==> src/core/fbws_defines.svh <==
// constants of the flash block write sequencer: offsets, bit positions, resets, times
`ifndef FBWS_DEFINES_SVH
`define FBWS_DEFINES_SVH

// ==================================================
// register indexes (byte address is four times the index)
`define FBWS_IDX_FLAGS_TWO 10'h00d
`define FBWS_IDX_ENABLES_TWO 10'h08d
`define FBWS_IDX_DATA_LOW 10'h10c
`define FBWS_IDX_ADDR_LOW 10'h10d
`define FBWS_IDX_DATA_HIGH 10'h10e
`define FBWS_IDX_ADDR_HIGH 10'h10f
`define FBWS_IDX_CONTROL 10'h18c
`define FBWS_IDX_UNLOCK 10'h18d

// ==================================================
// field positions and widths
`define FBWS_CTL_PGS_BIT 7
`define FBWS_CTL_ERR_BIT 3
`define FBWS_CTL_WRITE_ENABLE_BIT_BIT 2
`define FBWS_CTL_WR_BIT 1
`define FBWS_DONE_BIT 4
`define FBWS_DONE_EN_BIT 4
`define FBWS_DATA_HIGH_W 6
`define FBWS_ADDR_HIGH_W 3
`define FBWS_WORD_W 14
`define FBWS_BUF_DEPTH 4

// ==================================================
// reset values and key values
`define FBWS_RST_BYTE 8'h00
`define FBWS_BUF_RESET 14'h3fff
`define FBWS_KEY_FIRST 8'h55
`define FBWS_KEY_SECOND 8'haa
`define FBWS_LAST_WORD 2'h3

// ==================================================
// times and derived cycle counts
`define FBWS_CLK_HZ 20000000
`define FBWS_PWRT_MS 72
`define FBWS_LONG_WRITE_MS 2
`define FBWS_PWRT_CYCLES (`FBWS_PWRT_MS * (`FBWS_CLK_HZ / 1000))
`define FBWS_LONG_WRITE_CYCLES (`FBWS_LONG_WRITE_MS * (`FBWS_CLK_HZ / 1000))

`endif

==> src/core/fbws_pkg.sv <==
// types of the flash block write sequencer
package fbws_pkg;
  // ==================================================
  // sequencer states
  typedef enum logic [2:0] {
    ST_IDLE,
    ST_SHORT,
    ST_LONG_EXEC,
    ST_LONG_SKIP,
    ST_LONG_PROG,
    ST_LONG_WAIT,
    ST_DATA_WAIT
  } fbws_state_type;
endpackage

==> src/core/fbws_buffer.sv <==
// write buffer words with registered read port and fill to all ones
`timescale 1ns/1ps
module fbws_buffer #(
  parameter int WIDTH = 14,
  parameter int DEPTH = 4,
  parameter logic [WIDTH-1:0] FILL = '1
) (
  // clock and reset
  input wire logic pclk,
  input wire logic presetn,
  // write side
  input wire logic wr_en,
  input wire logic [$clog2(DEPTH)-1:0] wr_idx,
  input wire logic [WIDTH-1:0] wr_data,
  input wire logic fill_all,
  // read side
  input wire logic [$clog2(DEPTH)-1:0] rd_idx,
  output logic [WIDTH-1:0] rd_data
);
  logic [WIDTH-1:0] word_reg [DEPTH];

  if (DEPTH < 2) begin : g_check
    $error("fbws_buffer needs at least two words");
  end

  // ==================================================
  // storage: fill wins over a load in the same cycle
  for (genvar i = 0; i < DEPTH; i++) begin : g_word
    always_ff @(posedge pclk or negedge presetn) begin
      if (!presetn) begin
        word_reg[i] <= '1;
      end else if (fill_all) begin
        word_reg[i] <= FILL;
      end else if (wr_en && (wr_idx == i)) begin
        word_reg[i] <= wr_data;
      end
    end
  end

  // registered read
  always_ff @(posedge pclk or negedge presetn) begin
    if (!presetn) begin
      rd_data <= '1;
    end else begin
      rd_data <= word_reg[rd_idx];
    end
  end
endmodule // fbws_buffer

==> src/core/fbws_top.sv <==
// flash block write sequencer: apb registers, unlock, buffer loads, long write
//
// Implementation choice: the APB slave port.
`timescale 1ns/1ps
`include "fbws_defines.svh"

module fbws_top #(
  parameter int PWRT_CYCLES = `FBWS_PWRT_CYCLES,
  parameter int LONG_WRITE_CYCLES = `FBWS_LONG_WRITE_CYCLES,
  parameter logic [10:0] PROT_TOP_00 = 11'h7ff,
  parameter logic [10:0] PROT_TOP_01 = 11'h3ff,
  parameter logic [10:0] PROT_TOP_10 = 11'h0ff
) (
  // clock and reset
  input wire logic pclk,
  input wire logic presetn,
  // apb slave
  input wire logic [11:0] paddr,
  input wire logic psel,
  input wire logic penable,
  input wire logic pwrite,
  input wire logic [31:0] pwdata,
  output logic pready,
  output logic [31:0] prdata,
  output logic pslverr,
  // configuration pins
  input wire logic [1:0] write_protect_range,
  input wire logic code_protect_data,
  input wire logic code_protect_prog,
  // core control
  output logic write_halt_signal,
  output logic ignore_slot,
  // program flash write port
  output logic prog_word_strobe,
  output logic [10:0] prog_word_addr,
  output logic [13:0] prog_word_data,
  // data memory write port
  output logic data_nvm_wr_req,
  output logic [7:0] data_nvm_addr,
  output logic [7:0] data_nvm_data,
  input wire logic data_nvm_done,
  // external access gates
  output logic ext_prog_read_allow,
  output logic ext_prog_write_allow,
  output logic ext_data_access_allow
);
  localparam int WAIT_W = $clog2(LONG_WRITE_CYCLES + 1);
  localparam int PWRT_W = $clog2(PWRT_CYCLES + 1);

  if (LONG_WRITE_CYCLES < 8 || PWRT_CYCLES < 1) begin : g_check
    $error("fbws_top: long write needs 8 cycles or more, power-up timer 1 or more");
  end

  // ==================================================
  // helpers
  function automatic logic reg_hit(input logic [11:0] addr, input logic [9:0] idx);
    reg_hit = (addr[11:2] == idx) && (addr[1:0] == 2'h0);
  endfunction

  function automatic logic is_protected(input logic [10:0] addr, input logic [1:0] range);
    case (range)
      2'h0: is_protected = (addr <= PROT_TOP_00);
      2'h1: is_protected = (addr <= PROT_TOP_01);
      2'h2: is_protected = (addr <= PROT_TOP_10);
      default: is_protected = 1'b0;
    endcase
  endfunction

  // ==================================================
  // registers and state
  fbws_pkg::fbws_state_type state_reg;
  logic [7:0] data_low_reg;
  logic [7:0] addr_low_reg;
  logic [`FBWS_DATA_HIGH_W-1:0] data_high_reg;
  logic [`FBWS_ADDR_HIGH_W-1:0] addr_high_reg;
  logic pgs_reg;
  logic write_enable_bit_reg;
  logic wr_reg;
  logic err_reg;
  logic nvm_done_reg;
  logic done_en_reg;
  logic [1:0] unlock_stage;
  logic pwrt_done_reg;
  logic [PWRT_W-1:0] pwrt_cnt;
  logic [WAIT_W-1:0] wait_cnt;
  logic [1:0] prog_cnt;
  logic fetch_v;
  logic [1:0] fetch_idx;
  logic [8:0] block_base;
  logic [4:0] sync_a;
  logic [4:0] sync_b;
  logic done_seen;
  logic [13:0] buf_rd_data;

  // synchronised pins: first stage feeds only the second
  always_ff @(posedge pclk or negedge presetn) begin
    if (!presetn) begin
      sync_a <= 5'h00;
      sync_b <= 5'h00;
      done_seen <= 1'b0;
    end else begin
      sync_a <= {data_nvm_done, code_protect_prog, code_protect_data, write_protect_range};
      sync_b <= sync_a;
      done_seen <= sync_b[4];
    end
  end

  logic [1:0] wp_sync;
  logic cp_data_sync;
  logic cp_prog_sync;
  logic data_done_rise;
  assign wp_sync = sync_b[1:0];
  assign cp_data_sync = sync_b[2];
  assign cp_prog_sync = sync_b[3];
  assign data_done_rise = sync_b[4] && !done_seen;

  // ==================================================
  // apb decode
  logic acc;
  logic setup;
  logic mapped;
  logic [10:0] nvm_addr;
  logic [13:0] load_word;
  logic ctl_wr;
  logic start_req;
  logic long_req;
  logic long_prot;
  logic start_ok;
  logic wait_last;
  logic flags_wr;

  assign acc = psel && penable && pready;
  assign setup = psel && !penable;
  assign mapped = reg_hit(paddr, `FBWS_IDX_FLAGS_TWO) || reg_hit(paddr, `FBWS_IDX_ENABLES_TWO)
    || reg_hit(paddr, `FBWS_IDX_DATA_LOW) || reg_hit(paddr, `FBWS_IDX_ADDR_LOW)
    || reg_hit(paddr, `FBWS_IDX_DATA_HIGH) || reg_hit(paddr, `FBWS_IDX_ADDR_HIGH)
    || reg_hit(paddr, `FBWS_IDX_CONTROL) || reg_hit(paddr, `FBWS_IDX_UNLOCK);
  assign nvm_addr = {addr_high_reg, addr_low_reg};
  assign load_word = {data_high_reg, data_low_reg};
  assign ctl_wr = acc && pwrite && reg_hit(paddr, `FBWS_IDX_CONTROL);
  assign flags_wr = acc && pwrite && reg_hit(paddr, `FBWS_IDX_FLAGS_TWO);
  // start needs write enable already set, fresh unlock, idle, timer done
  assign start_req = ctl_wr && pwdata[`FBWS_CTL_WR_BIT] && write_enable_bit_reg
    && (unlock_stage == 2'h2) && (state_reg == fbws_pkg::ST_IDLE)
    && pwrt_done_reg;
  assign long_req = pgs_reg && (addr_low_reg[1:0] == `FBWS_LAST_WORD);
  assign long_prot = long_req && is_protected(nvm_addr, wp_sync);
  assign start_ok = start_req && !long_prot;
  assign wait_last = (wait_cnt == WAIT_W'(LONG_WRITE_CYCLES - 1));

  // apb answer: one wait-free access phase, data captured in setup
  always_ff @(posedge pclk or negedge presetn) begin
    if (!presetn) begin
      pready <= 1'b0;
      prdata <= 32'h0000_0000;
      pslverr <= 1'b0;
    end else begin
      pready <= setup;
      pslverr <= setup && !mapped;
      prdata <= 32'h0000_0000;
      if (setup && !pwrite) begin
        if (reg_hit(paddr, `FBWS_IDX_FLAGS_TWO)) begin
          prdata[`FBWS_DONE_BIT] <= nvm_done_reg;
        end
        if (reg_hit(paddr, `FBWS_IDX_ENABLES_TWO)) begin
          prdata[`FBWS_DONE_EN_BIT] <= done_en_reg;
        end
        if (reg_hit(paddr, `FBWS_IDX_DATA_LOW)) begin
          prdata[7:0] <= data_low_reg;
        end
        if (reg_hit(paddr, `FBWS_IDX_ADDR_LOW)) begin
          prdata[7:0] <= addr_low_reg;
        end
        if (reg_hit(paddr, `FBWS_IDX_DATA_HIGH)) begin
          prdata[`FBWS_DATA_HIGH_W-1:0] <= data_high_reg;
        end
        if (reg_hit(paddr, `FBWS_IDX_ADDR_HIGH)) begin
          prdata[`FBWS_ADDR_HIGH_W-1:0] <= addr_high_reg;
        end
        if (reg_hit(paddr, `FBWS_IDX_CONTROL)) begin
          prdata[`FBWS_CTL_PGS_BIT] <= pgs_reg;
          prdata[`FBWS_CTL_ERR_BIT] <= err_reg;
          prdata[`FBWS_CTL_WRITE_ENABLE_BIT_BIT] <= write_enable_bit_reg;
          prdata[`FBWS_CTL_WR_BIT] <= wr_reg;
        end
      end
    end
  end

  // ==================================================
  // address and data registers
  always_ff @(posedge pclk or negedge presetn) begin
    if (!presetn) begin
      data_low_reg <= `FBWS_RST_BYTE;
      addr_low_reg <= `FBWS_RST_BYTE;
      data_high_reg <= `FBWS_DATA_HIGH_W'(`FBWS_RST_BYTE);
      addr_high_reg <= `FBWS_ADDR_HIGH_W'(`FBWS_RST_BYTE);
      done_en_reg <= 1'b0;
    end else if (acc && pwrite) begin
      if (reg_hit(paddr, `FBWS_IDX_DATA_LOW)) begin
        data_low_reg <= pwdata[7:0];
      end
      if (reg_hit(paddr, `FBWS_IDX_ADDR_LOW)) begin
        addr_low_reg <= pwdata[7:0];
      end
      if (reg_hit(paddr, `FBWS_IDX_DATA_HIGH)) begin
        data_high_reg <= pwdata[`FBWS_DATA_HIGH_W-1:0];
      end
      if (reg_hit(paddr, `FBWS_IDX_ADDR_HIGH)) begin
        addr_high_reg <= pwdata[`FBWS_ADDR_HIGH_W-1:0];
      end
      if (reg_hit(paddr, `FBWS_IDX_ENABLES_TWO)) begin
        done_en_reg <= pwdata[`FBWS_DONE_EN_BIT];
      end
    end
  end

  // control bits: enable cleared at power-up, select and enable free to change
  always_ff @(posedge pclk or negedge presetn) begin
    if (!presetn) begin
      pgs_reg <= 1'b0;
      write_enable_bit_reg <= 1'b0;
    end else if (ctl_wr) begin
      pgs_reg <= pwdata[`FBWS_CTL_PGS_BIT];
      write_enable_bit_reg <= pwdata[`FBWS_CTL_WRITE_ENABLE_BIT_BIT];
    end
  end

  // error flag: refused protected block write sets it, set wins over clear
  always_ff @(posedge pclk or negedge presetn) begin
    if (!presetn) begin
      err_reg <= 1'b0;
    end else if (start_req && long_prot) begin
      err_reg <= 1'b1;
    end else if (ctl_wr) begin
      err_reg <= err_reg && pwdata[`FBWS_CTL_ERR_BIT];
    end
  end

  // done flag: set at end of write, software may only clear, set wins
  always_ff @(posedge pclk or negedge presetn) begin
    if (!presetn) begin
      nvm_done_reg <= 1'b0;
    end else if ((state_reg == fbws_pkg::ST_LONG_WAIT && wait_last)
                 || (state_reg == fbws_pkg::ST_DATA_WAIT && data_done_rise)) begin
      nvm_done_reg <= 1'b1;
    end else if (flags_wr) begin
      nvm_done_reg <= nvm_done_reg && pwdata[`FBWS_DONE_BIT];
    end
  end

  // unlock detector: port keeps no value, any other write breaks the chain
  always_ff @(posedge pclk or negedge presetn) begin
    if (!presetn) begin
      unlock_stage <= 2'h0;
    end else if (acc && pwrite) begin
      if (reg_hit(paddr, `FBWS_IDX_UNLOCK)) begin
        if (pwdata[7:0] == `FBWS_KEY_FIRST) begin
          unlock_stage <= 2'h1;
        end else if (pwdata[7:0] == `FBWS_KEY_SECOND && unlock_stage == 2'h1) begin
          unlock_stage <= 2'h2;
        end else begin
          unlock_stage <= 2'h0;
        end
      end else begin
        unlock_stage <= 2'h0;
      end
    end
  end

  // power-up timer: no write starts until it expires
  always_ff @(posedge pclk or negedge presetn) begin
    if (!presetn) begin
      pwrt_cnt <= '0;
      pwrt_done_reg <= 1'b0;
    end else if (!pwrt_done_reg) begin
      pwrt_cnt <= pwrt_cnt + PWRT_W'(1);
      pwrt_done_reg <= (pwrt_cnt == PWRT_W'(PWRT_CYCLES - 1));
    end
  end

  // ==================================================
  // sequencer
  always_ff @(posedge pclk or negedge presetn) begin
    if (!presetn) begin
      state_reg <= fbws_pkg::ST_IDLE;
      wr_reg <= 1'b0;
      prog_cnt <= 2'h0;
      wait_cnt <= '0;
      block_base <= 9'h000;
    end else begin
      case (state_reg)
        fbws_pkg::ST_IDLE: begin
          if (start_ok) begin
            wr_reg <= 1'b1;
            block_base <= nvm_addr[10:2];
            if (!pgs_reg) begin
              state_reg <= fbws_pkg::ST_DATA_WAIT;
            end else if (long_req) begin
              state_reg <= fbws_pkg::ST_LONG_EXEC;
            end else begin
              state_reg <= fbws_pkg::ST_SHORT;
            end
          end
        end
        fbws_pkg::ST_SHORT: begin
          wr_reg <= 1'b0;
          state_reg <= fbws_pkg::ST_IDLE;
        end
        fbws_pkg::ST_LONG_EXEC: begin
          state_reg <= fbws_pkg::ST_LONG_SKIP;
        end
        fbws_pkg::ST_LONG_SKIP: begin
          prog_cnt <= 2'h0;
          state_reg <= fbws_pkg::ST_LONG_PROG;
        end
        fbws_pkg::ST_LONG_PROG: begin
          prog_cnt <= prog_cnt + 2'h1;
          wait_cnt <= '0;
          if (prog_cnt == `FBWS_LAST_WORD) begin
            state_reg <= fbws_pkg::ST_LONG_WAIT;
          end
        end
        fbws_pkg::ST_LONG_WAIT: begin
          wait_cnt <= wait_cnt + WAIT_W'(1);
          if (wait_last) begin
            wr_reg <= 1'b0;
            state_reg <= fbws_pkg::ST_IDLE;
          end
        end
        fbws_pkg::ST_DATA_WAIT: begin
          if (data_done_rise) begin
            wr_reg <= 1'b0;
            state_reg <= fbws_pkg::ST_IDLE;
          end
        end
        default: begin
          state_reg <= fbws_pkg::ST_IDLE;
        end
      endcase
    end
  end

  // core control: one executed slot, one ignored slot, then halt until done
  always_ff @(posedge pclk or negedge presetn) begin
    if (!presetn) begin
      write_halt_signal <= 1'b0;
      ignore_slot <= 1'b0;
    end else begin
      ignore_slot <= (state_reg == fbws_pkg::ST_LONG_EXEC);
      write_halt_signal <= (state_reg == fbws_pkg::ST_LONG_SKIP)
        || (state_reg == fbws_pkg::ST_LONG_PROG)
        || (state_reg == fbws_pkg::ST_LONG_WAIT && !wait_last);
    end
  end

  // ==================================================
  // buffer: load on short or long start, refill with ones after a long write
  logic buf_wr;
  logic buf_fill;
  assign buf_wr = (state_reg == fbws_pkg::ST_SHORT) || (state_reg == fbws_pkg::ST_LONG_EXEC);
  assign buf_fill = (state_reg == fbws_pkg::ST_LONG_WAIT) && wait_last;

  fbws_buffer #(
    .WIDTH(`FBWS_WORD_W),
    .DEPTH(`FBWS_BUF_DEPTH),
    .FILL(`FBWS_BUF_RESET)
  ) u_buffer (
    .pclk(pclk),
    .presetn(presetn),
    .wr_en(buf_wr),
    .wr_idx(addr_low_reg[1:0]),
    .wr_data(load_word),
    .fill_all(buf_fill),
    .rd_idx(prog_cnt),
    .rd_data(buf_rd_data)
  );

  // program port: four words of the aligned block, one strobe each
  always_ff @(posedge pclk or negedge presetn) begin
    if (!presetn) begin
      fetch_v <= 1'b0;
      fetch_idx <= 2'h0;
      prog_word_strobe <= 1'b0;
      prog_word_addr <= 11'h000;
      prog_word_data <= `FBWS_BUF_RESET;
    end else begin
      fetch_v <= (state_reg == fbws_pkg::ST_LONG_PROG);
      fetch_idx <= prog_cnt;
      prog_word_strobe <= fetch_v;
      if (fetch_v) begin
        prog_word_addr <= {block_base, fetch_idx};
        prog_word_data <= buf_rd_data;
      end
    end
  end

  // data memory port: one request pulse, completion comes on the done pin
  always_ff @(posedge pclk or negedge presetn) begin
    if (!presetn) begin
      data_nvm_wr_req <= 1'b0;
      data_nvm_addr <= 8'h00;
      data_nvm_data <= 8'h00;
    end else begin
      data_nvm_wr_req <= start_ok && !pgs_reg;
      if (start_ok && !pgs_reg) begin
        data_nvm_addr <= addr_low_reg;
        data_nvm_data <= data_low_reg;
      end
    end
  end

  // external access gates from the protection pins
  always_ff @(posedge pclk or negedge presetn) begin
    if (!presetn) begin
      ext_prog_read_allow <= 1'b0;
      ext_prog_write_allow <= 1'b0;
      ext_data_access_allow <= 1'b0;
    end else begin
      ext_prog_read_allow <= !cp_prog_sync;
      ext_prog_write_allow <= !cp_prog_sync && !cp_data_sync;
      ext_data_access_allow <= !cp_data_sync;
    end
  end

  // ==================================================
  // checks
  a_short_wr_pulse: assert property (@(posedge pclk) disable iff (!presetn)
    (start_ok && pgs_reg && !long_req) |=> wr_reg ##1 (!wr_reg && !write_halt_signal))
    else $error("short load start bit not one cycle");
  a_short_no_halt: assert property (@(posedge pclk) disable iff (!presetn)
    (state_reg == fbws_pkg::ST_SHORT) |-> ##1 (!write_halt_signal && !ignore_slot))
    else $error("short load halted the core");
  a_long_halt_order: assert property (@(posedge pclk) disable iff (!presetn)
    (start_ok && long_req) |=> !ignore_slot ##1 (ignore_slot && !write_halt_signal) ##1
    (!ignore_slot && write_halt_signal) ##1 write_halt_signal[*6])
    else $error("long write halt order wrong");
  a_long_four_words: assert property (@(posedge pclk) disable iff (!presetn)
    (start_ok && long_req) |-> ##5 prog_word_strobe[*4] ##1 !prog_word_strobe)
    else $error("long write did not issue four words");
  a_wr_needs_enable: assert property (@(posedge pclk) disable iff (!presetn)
    $rose(wr_reg) |-> ($past(write_enable_bit_reg) && $past(unlock_stage) == 2'h2))
    else $error("start set without enable or unlock");
  a_pwrt_blocks: assert property (@(posedge pclk) disable iff (!presetn)
    !pwrt_done_reg |=> !$rose(wr_reg))
    else $error("write started during power-up timer");
  a_protect_range: assert property (@(posedge pclk) disable iff (!presetn)
    (start_req && long_prot) |=> (!wr_reg && err_reg && state_reg == fbws_pkg::ST_IDLE))
    else $error("protected block write not refused");
  a_done_end: assert property (@(posedge pclk) disable iff (!presetn)
    (state_reg == fbws_pkg::ST_LONG_WAIT && wait_last) |=>
    (nvm_done_reg && !wr_reg && !write_halt_signal))
    else $error("long write end not flagged");
  a_done_sticky: assert property (@(posedge pclk) disable iff (!presetn)
    (nvm_done_reg && !flags_wr) |=> nvm_done_reg)
    else $error("done flag lost without software clear");
  a_ext_gate: assert property (@(posedge pclk) disable iff (!presetn)
    presetn |=> (ext_data_access_allow == !$past(cp_data_sync)))
    else $error("external data gate wrong");
endmodule // fbws_top

==> config.mk <==
export PLATFORM = sky130hd
export DESIGN_NAME = fbws_top
export DESIGN_NICKNAME = d
export VERILOG_FILES = /design/src/core/fbws_pkg.sv /design/src/core/fbws_buffer.sv /design/src/core/fbws_top.sv
export VERILOG_INCLUDE_DIRS = /design/src /design/src/core
export SDC_FILE = /design/constraint.sdc
export NUM_CORES = 1
export LEC_CHECK = 0
export BUFFER_PORTS_ARGS = -buffer_cell sky130_fd_sc_hd__buf_2
export CAP_MARGIN = 20
export CORE_MARGIN = 2
export CORE_UTILIZATION = 30
export DETAILED_ROUTE_END_ITERATION = 12
export PLACE_DENSITY = 0.58
export SLEW_MARGIN = 5
export SYNTH_ARGS = -nofsm -noshare
export SYNTH_HDL_FRONTEND = slang
export SYNTH_SLANG_ARGS = --single-unit
export TNS_END_PERCENT = 100
==> constraint.sdc <==
create_clock -name pclk -period 3.5 [get_ports pclk]
set_input_delay 0.875 -clock pclk [delete_from_list [all_inputs] [get_ports pclk]]
set_output_delay 0.875 -clock pclk [all_outputs]
set_load 0.01 [all_outputs]
==> key figures, run 1 <==
Synthesis
  • Synthesized area: between 0.009 and 0.01 sq mm
  • Syn Inst Count: about 760
  • Main flop type after synthesis: dfrtp_1
  • Netlist cell types: 58
  • Post-synth top area share: 0.363
  • Most common cell in the synthesized netlist: dfrtp_1
  • Post-synth top cells: dfrtp_1 (143), nand2_1 (85), dfstp_2 (84)
  • Area leader, netlist: dfrtp_1
  • Number of synthesized flops with an enable pin: 0
  • Register area share after synthesis: 0.587
  • Seq cells post-synth: 227
  • Ys Warns: 0
  • Fraction of registers with async set/reset: 1.00
  • Top post-synthesis cells by area: dfrtp_1 (36%), dfstp_2 (22%), mux2_2 (8.8%)
  • Average size of a mapped cell: 12.9 sq um

Place
  • Gpl congestion: 0.790
  • Placed Instances: 1278
  • HPWL Detailed: approximately 15 mm
  • Buffers on Ports: between 80 and 90

Clocking
  • Number of setup buffers added after CTS: 0
  • Clock root cell: clkbuf_16
  • CTS Buf Count: 26
  • Clock latency on the worst-skew pair: approximately 0.54 ns
  • CTS Hold Bufs: 0
  • Sink Count: roughly 230
  • CTS tree: done
  • Clock Tree Buf Depth: 3
  • Clock-pin slew on the worst setup and hold paths: 0.06 ns
  • Maximum level of the CTS H-tree: 1
  • CTS resizes: 0

Power
  • Sw power: roughly 1.2 mW
  • Switching share of power: 0.208
  • Power Density: approximately 480 mW/mm^2
  • Clock share of power: 0.513
  • Sequential Power Share: 0.464
  • LEAKAGE: roughly 5.5 nW
  • Pint: ~4.5 mW
  • Peak VDD IR: 0.310 mV
  • Logic gate share of total power: 0.023
  • Overall power: about 5.7 mW

Worst setup path
  • CP Capture Point: data_nvm_data[2]
  • Slowest stage delay, CP: 0.58 ns
  • CP Capture Type: flip-flop
  • Worst path arrival time: between 3 and 4 ns
  • Worst Setup Start Kind: primary input
  • Reg-to-reg slack, setup: just over 0.8 ns
  • Critical path class: primary input to flip-flop
  • Max FO, Critical Path: 18
  • Worst r2r path cells: 5
  • Cells along the critical path: buf_2 -> or4b_1 -> or3_4 -> or3_4 -> nor2_8 -> mux2_2
  • Worst Path Required: ~3.9 ns
  • Crit path top cell by count: or3_4
  • R2R Path Start: state_reg[2]
  • Reg2reg end: data_nvm_data[2]
  • Slowest cell on crit path: or4b_1
  • Crit. Startpoint: paddr[11]

Worst hold path
  • Hold Path Class: flip-flop to flip-flop
  • Worst hold path startpoint: sync_a[3]

Timing
  • Setup TNS: 0 ns
  • Worst-Margin Slew: 0.883 ns
  • Final hold violations: 0
  • Final setup viols: 0
  • RSZ-0062 raised after global routing: false
  • Fin crit period: approximately 2.7 ns
  • Highest Clock Rate: around 0.37 GHz
  • Clk_skew: approximately 0.035 ns
  • Tcrit/Tclk final: 0.781
  • Final number of max-transition violations: 0
  • Max_slew headroom: 0.412

Global route
  • Gr usage total: 0.133
  • Initial antenna violation count: 1
  • First-pass GRT wire length: roughly 36 mm
  • Grt ovf: 0
  • Vias in the first global route: between 6000 and 7000
  • Largest net degree at the start of global routing: 107

Drt
  • WL final: 22.4 mm
  • Via count: ~6200
  • Initial DRT Pass Iterations: 4
  • Starting DRT DRC Count: about 320
  • Vias per cell: about 4.7
  • DRC errors left: 0
  • Detail Route Antenna Nets: 0
  • WL/cell: about 17 microns

Final layout
  • Layout Area Growth over Synthesis: 19.3%
  • Final Util: 0.362
  • # fillers: between 3000 and 4000
  • Number of nets in the layout: roughly 920
  • Seq. cell area: ~0.0058 sq mm
  • Fin cells: ~1300
  • Antenna cells: 0
  • Share of cells above drive strength 1: 0.382
  • Max reg flops: 56
  • Area of the multi-input gates: between 0.003 and 0.004 sq mm

Die
  • Die W: approximately 190 microns
  • Core area: 0.0325 sq mm
  • Top-level I/O count: about 140
  • Starting Density: 0.304
  • Die Height: 185 microns
  • Number of cell rows: 66
  • Die area: 0.0343 sq mm

Run status
  • Outcome: finished, final reports clean

Flow run
  • Max cap viols: 0
routing by layer:
metal,routed length [microns],share of wire,global-route usage,vias to the layer above
met1,10800,0.48,0.192,3132
li1,-,-,-,2878
met4,449,0.020,0.0384,0
met5,0,0,0,-
met3,1150,0.051,0.0250,34
met2,10100,0.45,0.203,140
area by class of cell:
class                      count  share of cell area
clock buffer                  39              0.0664
clock inverter                 9              0.0138
inverter                       9             0.00287
multi-input combinational    492               0.325
sequential                   227               0.492
tap                          442              0.0470
timing repair buffer         108              0.0534
critical path: cells and delay by family:
kind	cells	cell delay (ns)
muxes	1	0.38
and+or+nand+nor	4	1.74
buffers and inverters	1	0.11
through the flow:
stage                     instance area, sq um  hold slack (ns)  setup slack (ns)
after floorplan                           9940            0.331             0.542
after CTS                                11800            0.354             0.772
after global routing                     11800            0.362             0.723
after detailed placement                 10800            0.338             0.229
after global placement                   10800            0.333             0.247
final                                    11800            0.349             0.766
power by group through the flow:
stage	Sequential (mW)	Combinational, mW	Clock, mW
floorplan	2.69	0.0500	0
global placement	2.69	0.132	0
detailed placement	2.69	0.133	0
CTS	2.64	0.133	3.01
global route	2.64	0.148	3.12
finish	2.64	0.129	2.92
placed cells by master, fill, tap and decap left out, drive strengths merged, types with 24 or more instances in the layout:
cell type	synthesis	routed
buf	35	108
nand3	28	28
mux2	86	86
nand2	85	85
clkbuf	24	39
conb	1	24
dfrtp	143	143
dfstp	84	84
nor2	30	30
mux2i	65	65
worst min-delay path by stage:
stage	to	slack [ns]	depth (start not counted)
2_1_floorplan	sync_b[0]	0.33	0
3_3_place_gp	sync_b[2]	0.33	0
3_5_place_dp	sync_b[0]	0.34	0
4_1_cts	sync_b[3]	0.35	0
5_1_grt	sync_b[3]	0.36	0
6_report	sync_b[3]	0.35	0
cell families after synthesis:
logic type | share of synthesized area
adders and majority gates | 0.00381
other | 0.000380
xor gates and xnor gates | 0.0196
DFF | 0.587
AOI/OAI and AO/OA | 0.0353
buffers and inverters | 0.0363
and+or+nand+nor | 0.121
muxes | 0.196
No activity file was read; power rests on OpenSTA's default activity.
==> run 2: changes to the inputs <==
- clock period: 3.5 -> 2.7 ns (I/O delays scaled with it)
==> run 2 against run 1 <==
Sequential share of layout area is 0.84 points lower. Register-to-register slack worse by 0.72 ns. Total power is 29% higher. Clock power is 27% higher. Core utilization is 0.63 points higher. Die area stayed put. Worst setup slack worse by 0.67 ns. Largest cell class unchanged.
==> key figures, run 2 (synthesis gave the netlist of run 1 again) <==
Die
  • Die area: 0.0343 sq mm (unchanged)
  • Core area: 0.0325 sq mm (unchanged)
  • Die W: 185 microns (unchanged)
  • Die Height: 185 microns (unchanged)
  • Number of cell rows: 66 (unchanged)
  • Starting Density: 0.304 (unchanged)
  • Top-level I/O count: 136 (unchanged)

Final layout
  • Layout Area Growth over Synthesis: 21.4% (was 19.3%)
  • Fin cells: 1351 (was 1326)
  • Seq. cell area: 0.00579 sq mm (unchanged)
  • Commonest cells after routing, fill and taps aside: dfrtp_1 (143), buf_2 (86), nand2_1 (85) (unchanged)
  • Number of nets in the layout: 946 (was 921)
  • Max reg flops: 56 (unchanged)
  • Most common library cell in the layout ignoring fill and taps: dfrtp_1 (unchanged)
  • Final Util: 0.369 (was 0.362)
  • Antenna cells: 0 (unchanged)
  • Final instance area: 0.0120 sq mm (was 0.0118 sq mm)
  • Area of the multi-input gates: 0.00382 sq mm (about the same)
  • # fillers: 3126 (was 3171)
  • Share of cells above drive strength 1: 0.406 (was 0.382)

Worst hold path
  • Hold Path Class: primary input to asynchronous set/reset pin (was flip-flop to flip-flop)

Timing
  • Max_slew headroom: 0.633 (was 0.412)
  • Clk_skew: 0.0382 ns (was 0.0353 ns)
  • Worst-Margin Slew: 0.550 ns (was 0.883 ns)
  • Tcrit/Tclk final: 0.963
  • Setup TNS: 0 ns (unchanged)
  • Highest Clock Rate: 0.384 GHz
  • Fin crit period: approximately 2.6 ns
  • Final setup viols: 0 (unchanged)
  • Worst Hold Margin: 0.0901 ns (was 0.349 ns)
  • Final number of max-transition violations: 0 (unchanged)
  • Final hold violations: 0 (unchanged)
  • RSZ-0062 raised after global routing: false (unchanged)

Clocking
  • Clock latency on the worst-skew pair: 0.54 ns (about the same)
  • Clock-pin slew on the worst setup and hold paths: 0.07 ns (was 0.06 ns)
  • CTS tree: done (unchanged)
  • CTS resizes: 0 (unchanged)
  • Clock Tree Buf Depth: 3 (unchanged)
  • Maximum level of the CTS H-tree: 1 (unchanged)
  • CTS Hold Bufs: 0 (unchanged)
  • Clock root cell: clkbuf_16 (unchanged)
  • Sink Count: 227 (unchanged)
  • CTS Buf Count: 26 (unchanged)
  • Number of setup buffers added after CTS: 0 (unchanged)

Worst setup path
  • Slowest cell on crit path: or4b_4 (was or4b_1)
  • Worst r2r path cells: 6 (was 5)
  • Worst path arrival time: 3.00 ns (was 3.13 ns)
  • Slowest stage delay, CP: 0.55 ns (was 0.58 ns)
  • Cells along the critical path: or3_1 -> or4b_4 -> or3_4 -> nor2_8 -> buf_12 -> mux2_2 (was buf_2 -> or4b_1 -> or3_4 -> or3_4 -> nor2_8 -> mux2_2)
  • CP Capture Type: flip-flop (unchanged)
  • Worst Path Required: 3.10 ns (was 3.90 ns)
  • Reg-to-reg slack, setup: 0.1 ns (was 0.82 ns)
  • R2R Path Start: state_reg[1] (was state_reg[2])
  • Worst Setup Start Kind: flip-flop (was primary input)
  • Max FO, Critical Path: 18 (unchanged)
  • Reg2reg end: data_nvm_data[6] (was data_nvm_data[2])
  • Critical path class: flip-flop to flip-flop (was primary input to flip-flop)

Global route
  • Vias in the first global route: 6319 (was 6173)
  • Grt ovf: 0 (unchanged)
  • Initial antenna violation count: 1 (unchanged)
  • GRT met3 Usage: 0.0230 (was 0.0250)
  • GR Util met2: 0.212 (was 0.203)
  • GR Layer Usage met1: 0.199 (was 0.192)
  • Grt peak-use layer: met2 (unchanged)
  • Largest net degree at the start of global routing: 59 (was 107)
  • First-pass GRT wire length: 36.8 mm (was 35.7 mm)
  • Gr usage total: 0.136 (was 0.133)

Run status
  • Outcome: finished, final reports clean (unchanged)

Drt
  • DRC errors left: 0 (unchanged)
  • Via count: 6339 (was 6184)
  • Vias per cell: 4.69 (was 4.66)
  • Detail Route Antenna Nets: 0 (unchanged)
  • WL final: 22.9 mm (was 22.4 mm)
  • Initial DRT Pass Iterations: 4 (unchanged)
  • WL/cell: 17.0 microns (was 16.9 microns)
  • Starting DRT DRC Count: 392 (was 317)

Place
  • HPWL Detailed: 15.5 mm (was 15.0 mm)
  • Area post-placement: 0.0110 sq mm (was 0.0108 sq mm)
  • Buffers on Ports: 87 (unchanged)
  • Placed Instances: 1303 (was 1278)
  • Gpl congestion: 0.844 (was 0.790)

Flow run
  • Max cap viols: 0 (unchanged)

Power
  • LEAKAGE: 5.60 nW (was 5.49 nW)
  • Peak VDD IR: 0.396 mV (was 0.310 mV)
  • Power Density: 612 mW/mm^2 (was 484 mW/mm^2)
==> run 2: cell types whose count changed in the layout (fill, tap and decap cells not counted), moves of 3 or more <==
cell        delta
buf_4         +22
clkbuf_1       -5
clkbuf_8       -5
clkinvlp_4     +4
buf_12         +3
clkinv_4       +3
inv_6          +3
==> run 2: power breakdown <==
group | total, mW | switching (mW) | internal (mW)
clock network | 3.71 | 1.51 | 2.21
logic | 0.180 | 0.131 | 0.0486
registers | 3.43 | 0.00570 | 3.42
==> run 2: cell type report <==
class / count / share of cell area
Clock buffer: 28 / 0.0558
Clock inverter: 20 / 0.0209
Inverter: 9 / 0.00282
Multi-Input combinational cell: 492 / 0.319
Sequential cell: 227 / 0.483
Tap cell: 442 / 0.0462
Timing Repair Buffer: 133 / 0.0713
==> run 2: per-layer routing <==
metal,share of wire,vias up
met3,0.046,21
met1,0.48,3211
met4,0.014,0
met5,0,-
li1,-,2952
met2,0.46,155
==> run 2: stage by stage <==
stage | setup WS, ns | power (mW)
2_1_floorplan | -0.0365 | 3.55
3_3_place_gp | -0.153 | 3.66
3_5_place_dp | -0.152 | 3.67
4_1_cts | 0.0923 | 7.44
5_1_grt | 0.0555 | 7.61
6_report | 0.0988 | 7.32
==> run 2: critical path: cells and delay by family, from the launching register on <==
family / cells / cell delay [ns]
flops: 1 / 0.37
buf+inv: 1 / 0.17
simple gates: 4 / 1.56
mux: 1 / 0.34
==> run 2: worst max-delay path by stage <==
stage / slack [ns] / cells after the start / from / to
floorplan: -0.04 / 6 / paddr[11] / data_nvm_addr[1]
global placement: -0.15 / 7 / paddr[11] / data_nvm_data[4]
detailed placement: -0.15 / 7 / paddr[11] / data_nvm_data[2]
CTS: 0.09 / 6 / state_reg[1] / data_nvm_data[6]
global route: 0.06 / 6 / state_reg[1] / data_nvm_data[3]
finish: 0.1 / 6 / state_reg[1] / data_nvm_data[6]
==> run 3: changes to the inputs <==
- CORE_UTILIZATION: 30 -> 57
- PLACE_DENSITY: 0.58 -> 0.9
==> run 3 against run 2 <==
Sequential share of layout area rose by 2.0 points. Maximum frequency rose by 1.6%. Non-clock buffer count fell by 5. Clock power fell by 12%. Critical path depth did not move. Wire length fell by 4.0%. Global-route usage rose by 11 points. Largest cell class unchanged. Worst setup slack improved by 0.040 ns. First-iteration DRC count rose by 42%. Sequential cell count did not move. Sequential power barely moved. Worst hold slack improved by 0.024 ns.
==> key figures, run 3 (synthesis gave the netlist of run 1 again) <==
Worst setup path
  • Critical path class: flip-flop to flip-flop (unchanged)
  • R2R Path Start: state_reg[1] (unchanged)
  • CP Capture Type: flip-flop (unchanged)
  • Worst Path Required: 3.08 ns (was 3.10 ns)
  • Max FO, Critical Path: 12 (was 18)
  • Worst path arrival time: 2.94 ns (was 3.00 ns)
  • Reg-to-reg slack, setup: 0.14 ns (was 0.1 ns)
  • Cells along the critical path: or3_1 -> or4b_4 -> or3_4 -> nor2_8 -> buf_12 -> mux2_2 (unchanged)
  • Slowest cell on crit path: or4b_4 (unchanged)
  • Worst Setup Start Kind: flip-flop (unchanged)
  • Worst r2r path cells: 6 (unchanged)
  • Cell family with most CP delay: simple AND/OR/NAND/NOR gates (unchanged)
  • Buf/Inv on CP: 1 (unchanged)
  • Reg2reg end: data_nvm_data[3] (was data_nvm_data[6])
  • Slowest stage delay, CP: 0.54 ns (was 0.55 ns)

Drt
  • DRC errors left: 0 (unchanged)
  • Via count: 6596 (was 6339)
  • Vias per cell: 5.89 (was 4.69)
  • Initial DRT Pass Iterations: 5 (was 4)
  • WL/cell: 19.7 microns (was 17.0 microns)
  • WL final: 22.0 mm (was 22.9 mm)
  • Detail Route Antenna Nets: 0 (unchanged)
  • Starting DRT DRC Count: 556 (was 392)

Die
  • Top-level I/O count: 136 (unchanged)
  • Number of cell rows: 48 (was 66)
  • Die area: 0.0184 sq mm (was 0.0343 sq mm)
  • Starting Density: 0.576 (was 0.304)
  • Die Height: 135 microns (was 185 microns)
  • Core area: 0.0171 sq mm (was 0.0325 sq mm)
  • Die W: 135 microns (was 185 microns)

Final layout
  • Commonest cells after routing, fill and taps aside: dfrtp_1 (143), buf_2 (86), nand2_1 (85) (unchanged)
  • Final Util: 0.671 (was 0.369)
  • # fillers: 1141 (was 3126)
  • Most common library cell in the layout ignoring fill and taps: dfrtp_1 (unchanged)
  • Final instance area: 0.0115 sq mm (was 0.0120 sq mm)
  • Fin cells: 1120 (was 1351)
  • Max reg flops: 56 (unchanged)
  • Antenna cells: 0 (unchanged)
  • Share of cells above drive strength 1: 0.394 (was 0.406)
  • Number of nets in the layout: 938 (was 946)
  • Layout Area Growth over Synthesis: 16.6% (was 21.4%)

Clocking
  • Number of setup buffers added after CTS: 0 (unchanged)
  • CTS resizes: 0 (unchanged)
  • Maximum level of the CTS H-tree: 1 (unchanged)
  • Clock-pin slew on the worst setup and hold paths: 0.06 ns (was 0.07 ns)
  • Clock Tree Buf Depth: 3 (unchanged)
  • CTS Hold Bufs: 0 (unchanged)
  • Clock latency on the worst-skew pair: 0.51 ns (was 0.54 ns)
  • Sink Count: 227 (unchanged)
  • CTS Buf Count: 23 (was 26)
  • Clock root cell: clkbuf_16 (unchanged)
  • CTS tree: done (unchanged)

Timing
  • Worst-Margin Slew: 0.795 ns (was 0.550 ns)
  • Max_slew headroom: 0.470 (was 0.633)
  • Tcrit/Tclk final: 0.949 (was 0.963)
  • Fin crit period: 2.56 ns (was 2.60 ns)
  • Final number of max-transition violations: 0 (unchanged)
  • Highest Clock Rate: 0.390 GHz (was 0.384 GHz)
  • Final hold violations: 0 (unchanged)
  • Clk_skew: 0.0184 ns (was 0.0382 ns)
  • Setup TNS: 0 ns (unchanged)
  • Final setup viols: 0 (unchanged)
  • RSZ-0062 raised after global routing: false (unchanged)

Place
  • Gpl congestion: 0.938 (was 0.844)
  • Buffers on Ports: 87 (unchanged)
  • Area post-placement: 0.0107 sq mm (was 0.0110 sq mm)
  • Placed Instances: 1081 (was 1303)
  • HPWL Detailed: 14.2 mm (was 15.5 mm)

Run status
  • Outcome: finished, final reports clean (unchanged)

Power
  • Power Density: 596 mW/mm^2 (was 612 mW/mm^2)
  • LEAKAGE: 5.52 nW (was 5.60 nW)
  • Peak VDD IR: 0.441 mV (was 0.396 mV)

Global route
  • Gr usage total: 0.243 (was 0.136)
  • Vias in the first global route: 6828 (was 6319)
  • Initial antenna violation count: 0 (was 1)
  • First-pass GRT wire length: 35.1 mm (was 36.8 mm)
  • Grt ovf: 0 (unchanged)
  • Largest net degree at the start of global routing: 63 (was 59)

Worst hold path
  • Hold Path Class: primary input to asynchronous set/reset pin (unchanged)

Flow run
  • Max cap viols: 0 (unchanged)
==> run 3: cell types whose count changed in the layout (fill, tap and decap cells not counted), moves of 3 or more <==
cell        change
inv_6           -3
buf_4           -3
clkbuf_16       -3
clkinv_4        -3
clkinvlp_4      -5
clkbuf_8        +4
==> run 3: where the power goes <==
part	leakage, nW	switching (mW)	total (mW)	internal, mW
Clock	0.385	1.27	3.25	1.98
Sequential	2.81	0.00583	3.43	3.42
Combinational	2.32	0.130	0.177	0.0471
==> run 3: metal layers <==
metal / GRT usage / vias up / part of all wire
met5: 0 / - / 0
met4: 0.112 / 0 / 0.042
met3: 0.0419 / 83 / 0.067
met2: 0.404 / 277 / 0.49
met1: 0.315 / 3334 / 0.40
li1: - / 2902 / -
==> run 3: worst max-delay path by stage <==
stage | startpoint | end | slack (ns) | cells after the start
2_1_floorplan | paddr[11] | data_nvm_addr[1] | -0.04 | 6
3_3_place_gp | paddr[11] | data_nvm_data[2] | -0.13 | 7
3_5_place_dp | paddr[11] | data_nvm_addr[2] | -0.18 | 7
4_1_cts | state_reg[1] | data_nvm_data[7] | 0.15 | 6
5_1_grt | state_reg[1] | data_nvm_data[7] | 0.08 | 6
6_report | state_reg[1] | data_nvm_data[3] | 0.14 | 6
==> run 3: worst register-to-register path: stages (launching register included) <==
cell,delay (ns)
dfrtp_1,0.37
or3_1,0.40
or4b_4,0.54
or3_4,0.44
nor2_8,0.18
buf_12,0.16
mux2_2,0.34
==> run 3: final cells by class <==
type	count	area [sq um]	share of cell area
clock inverter	8	119	0.0103
tap	225	282	0.0245
sequential	227	5790	0.504
timing repair buffer	128	791	0.0688
inverter	9	33.8	0.00294
multi-input combinational	492	3820	0.333
clock buffer	31	656	0.0571
==> run 3: stage by stage <==
stage / hold WS (ns) / power [mW] / setup WS, ns
floorplan: 0.331 / 3.55 / -0.0365
global placement: 0.332 / 3.65 / -0.127
detailed placement: 0.341 / 3.66 / -0.177
CTS: 0.111 / 6.89 / 0.146
global route: 0.129 / 7.06 / 0.0849
finish: 0.114 / 6.85 / 0.139
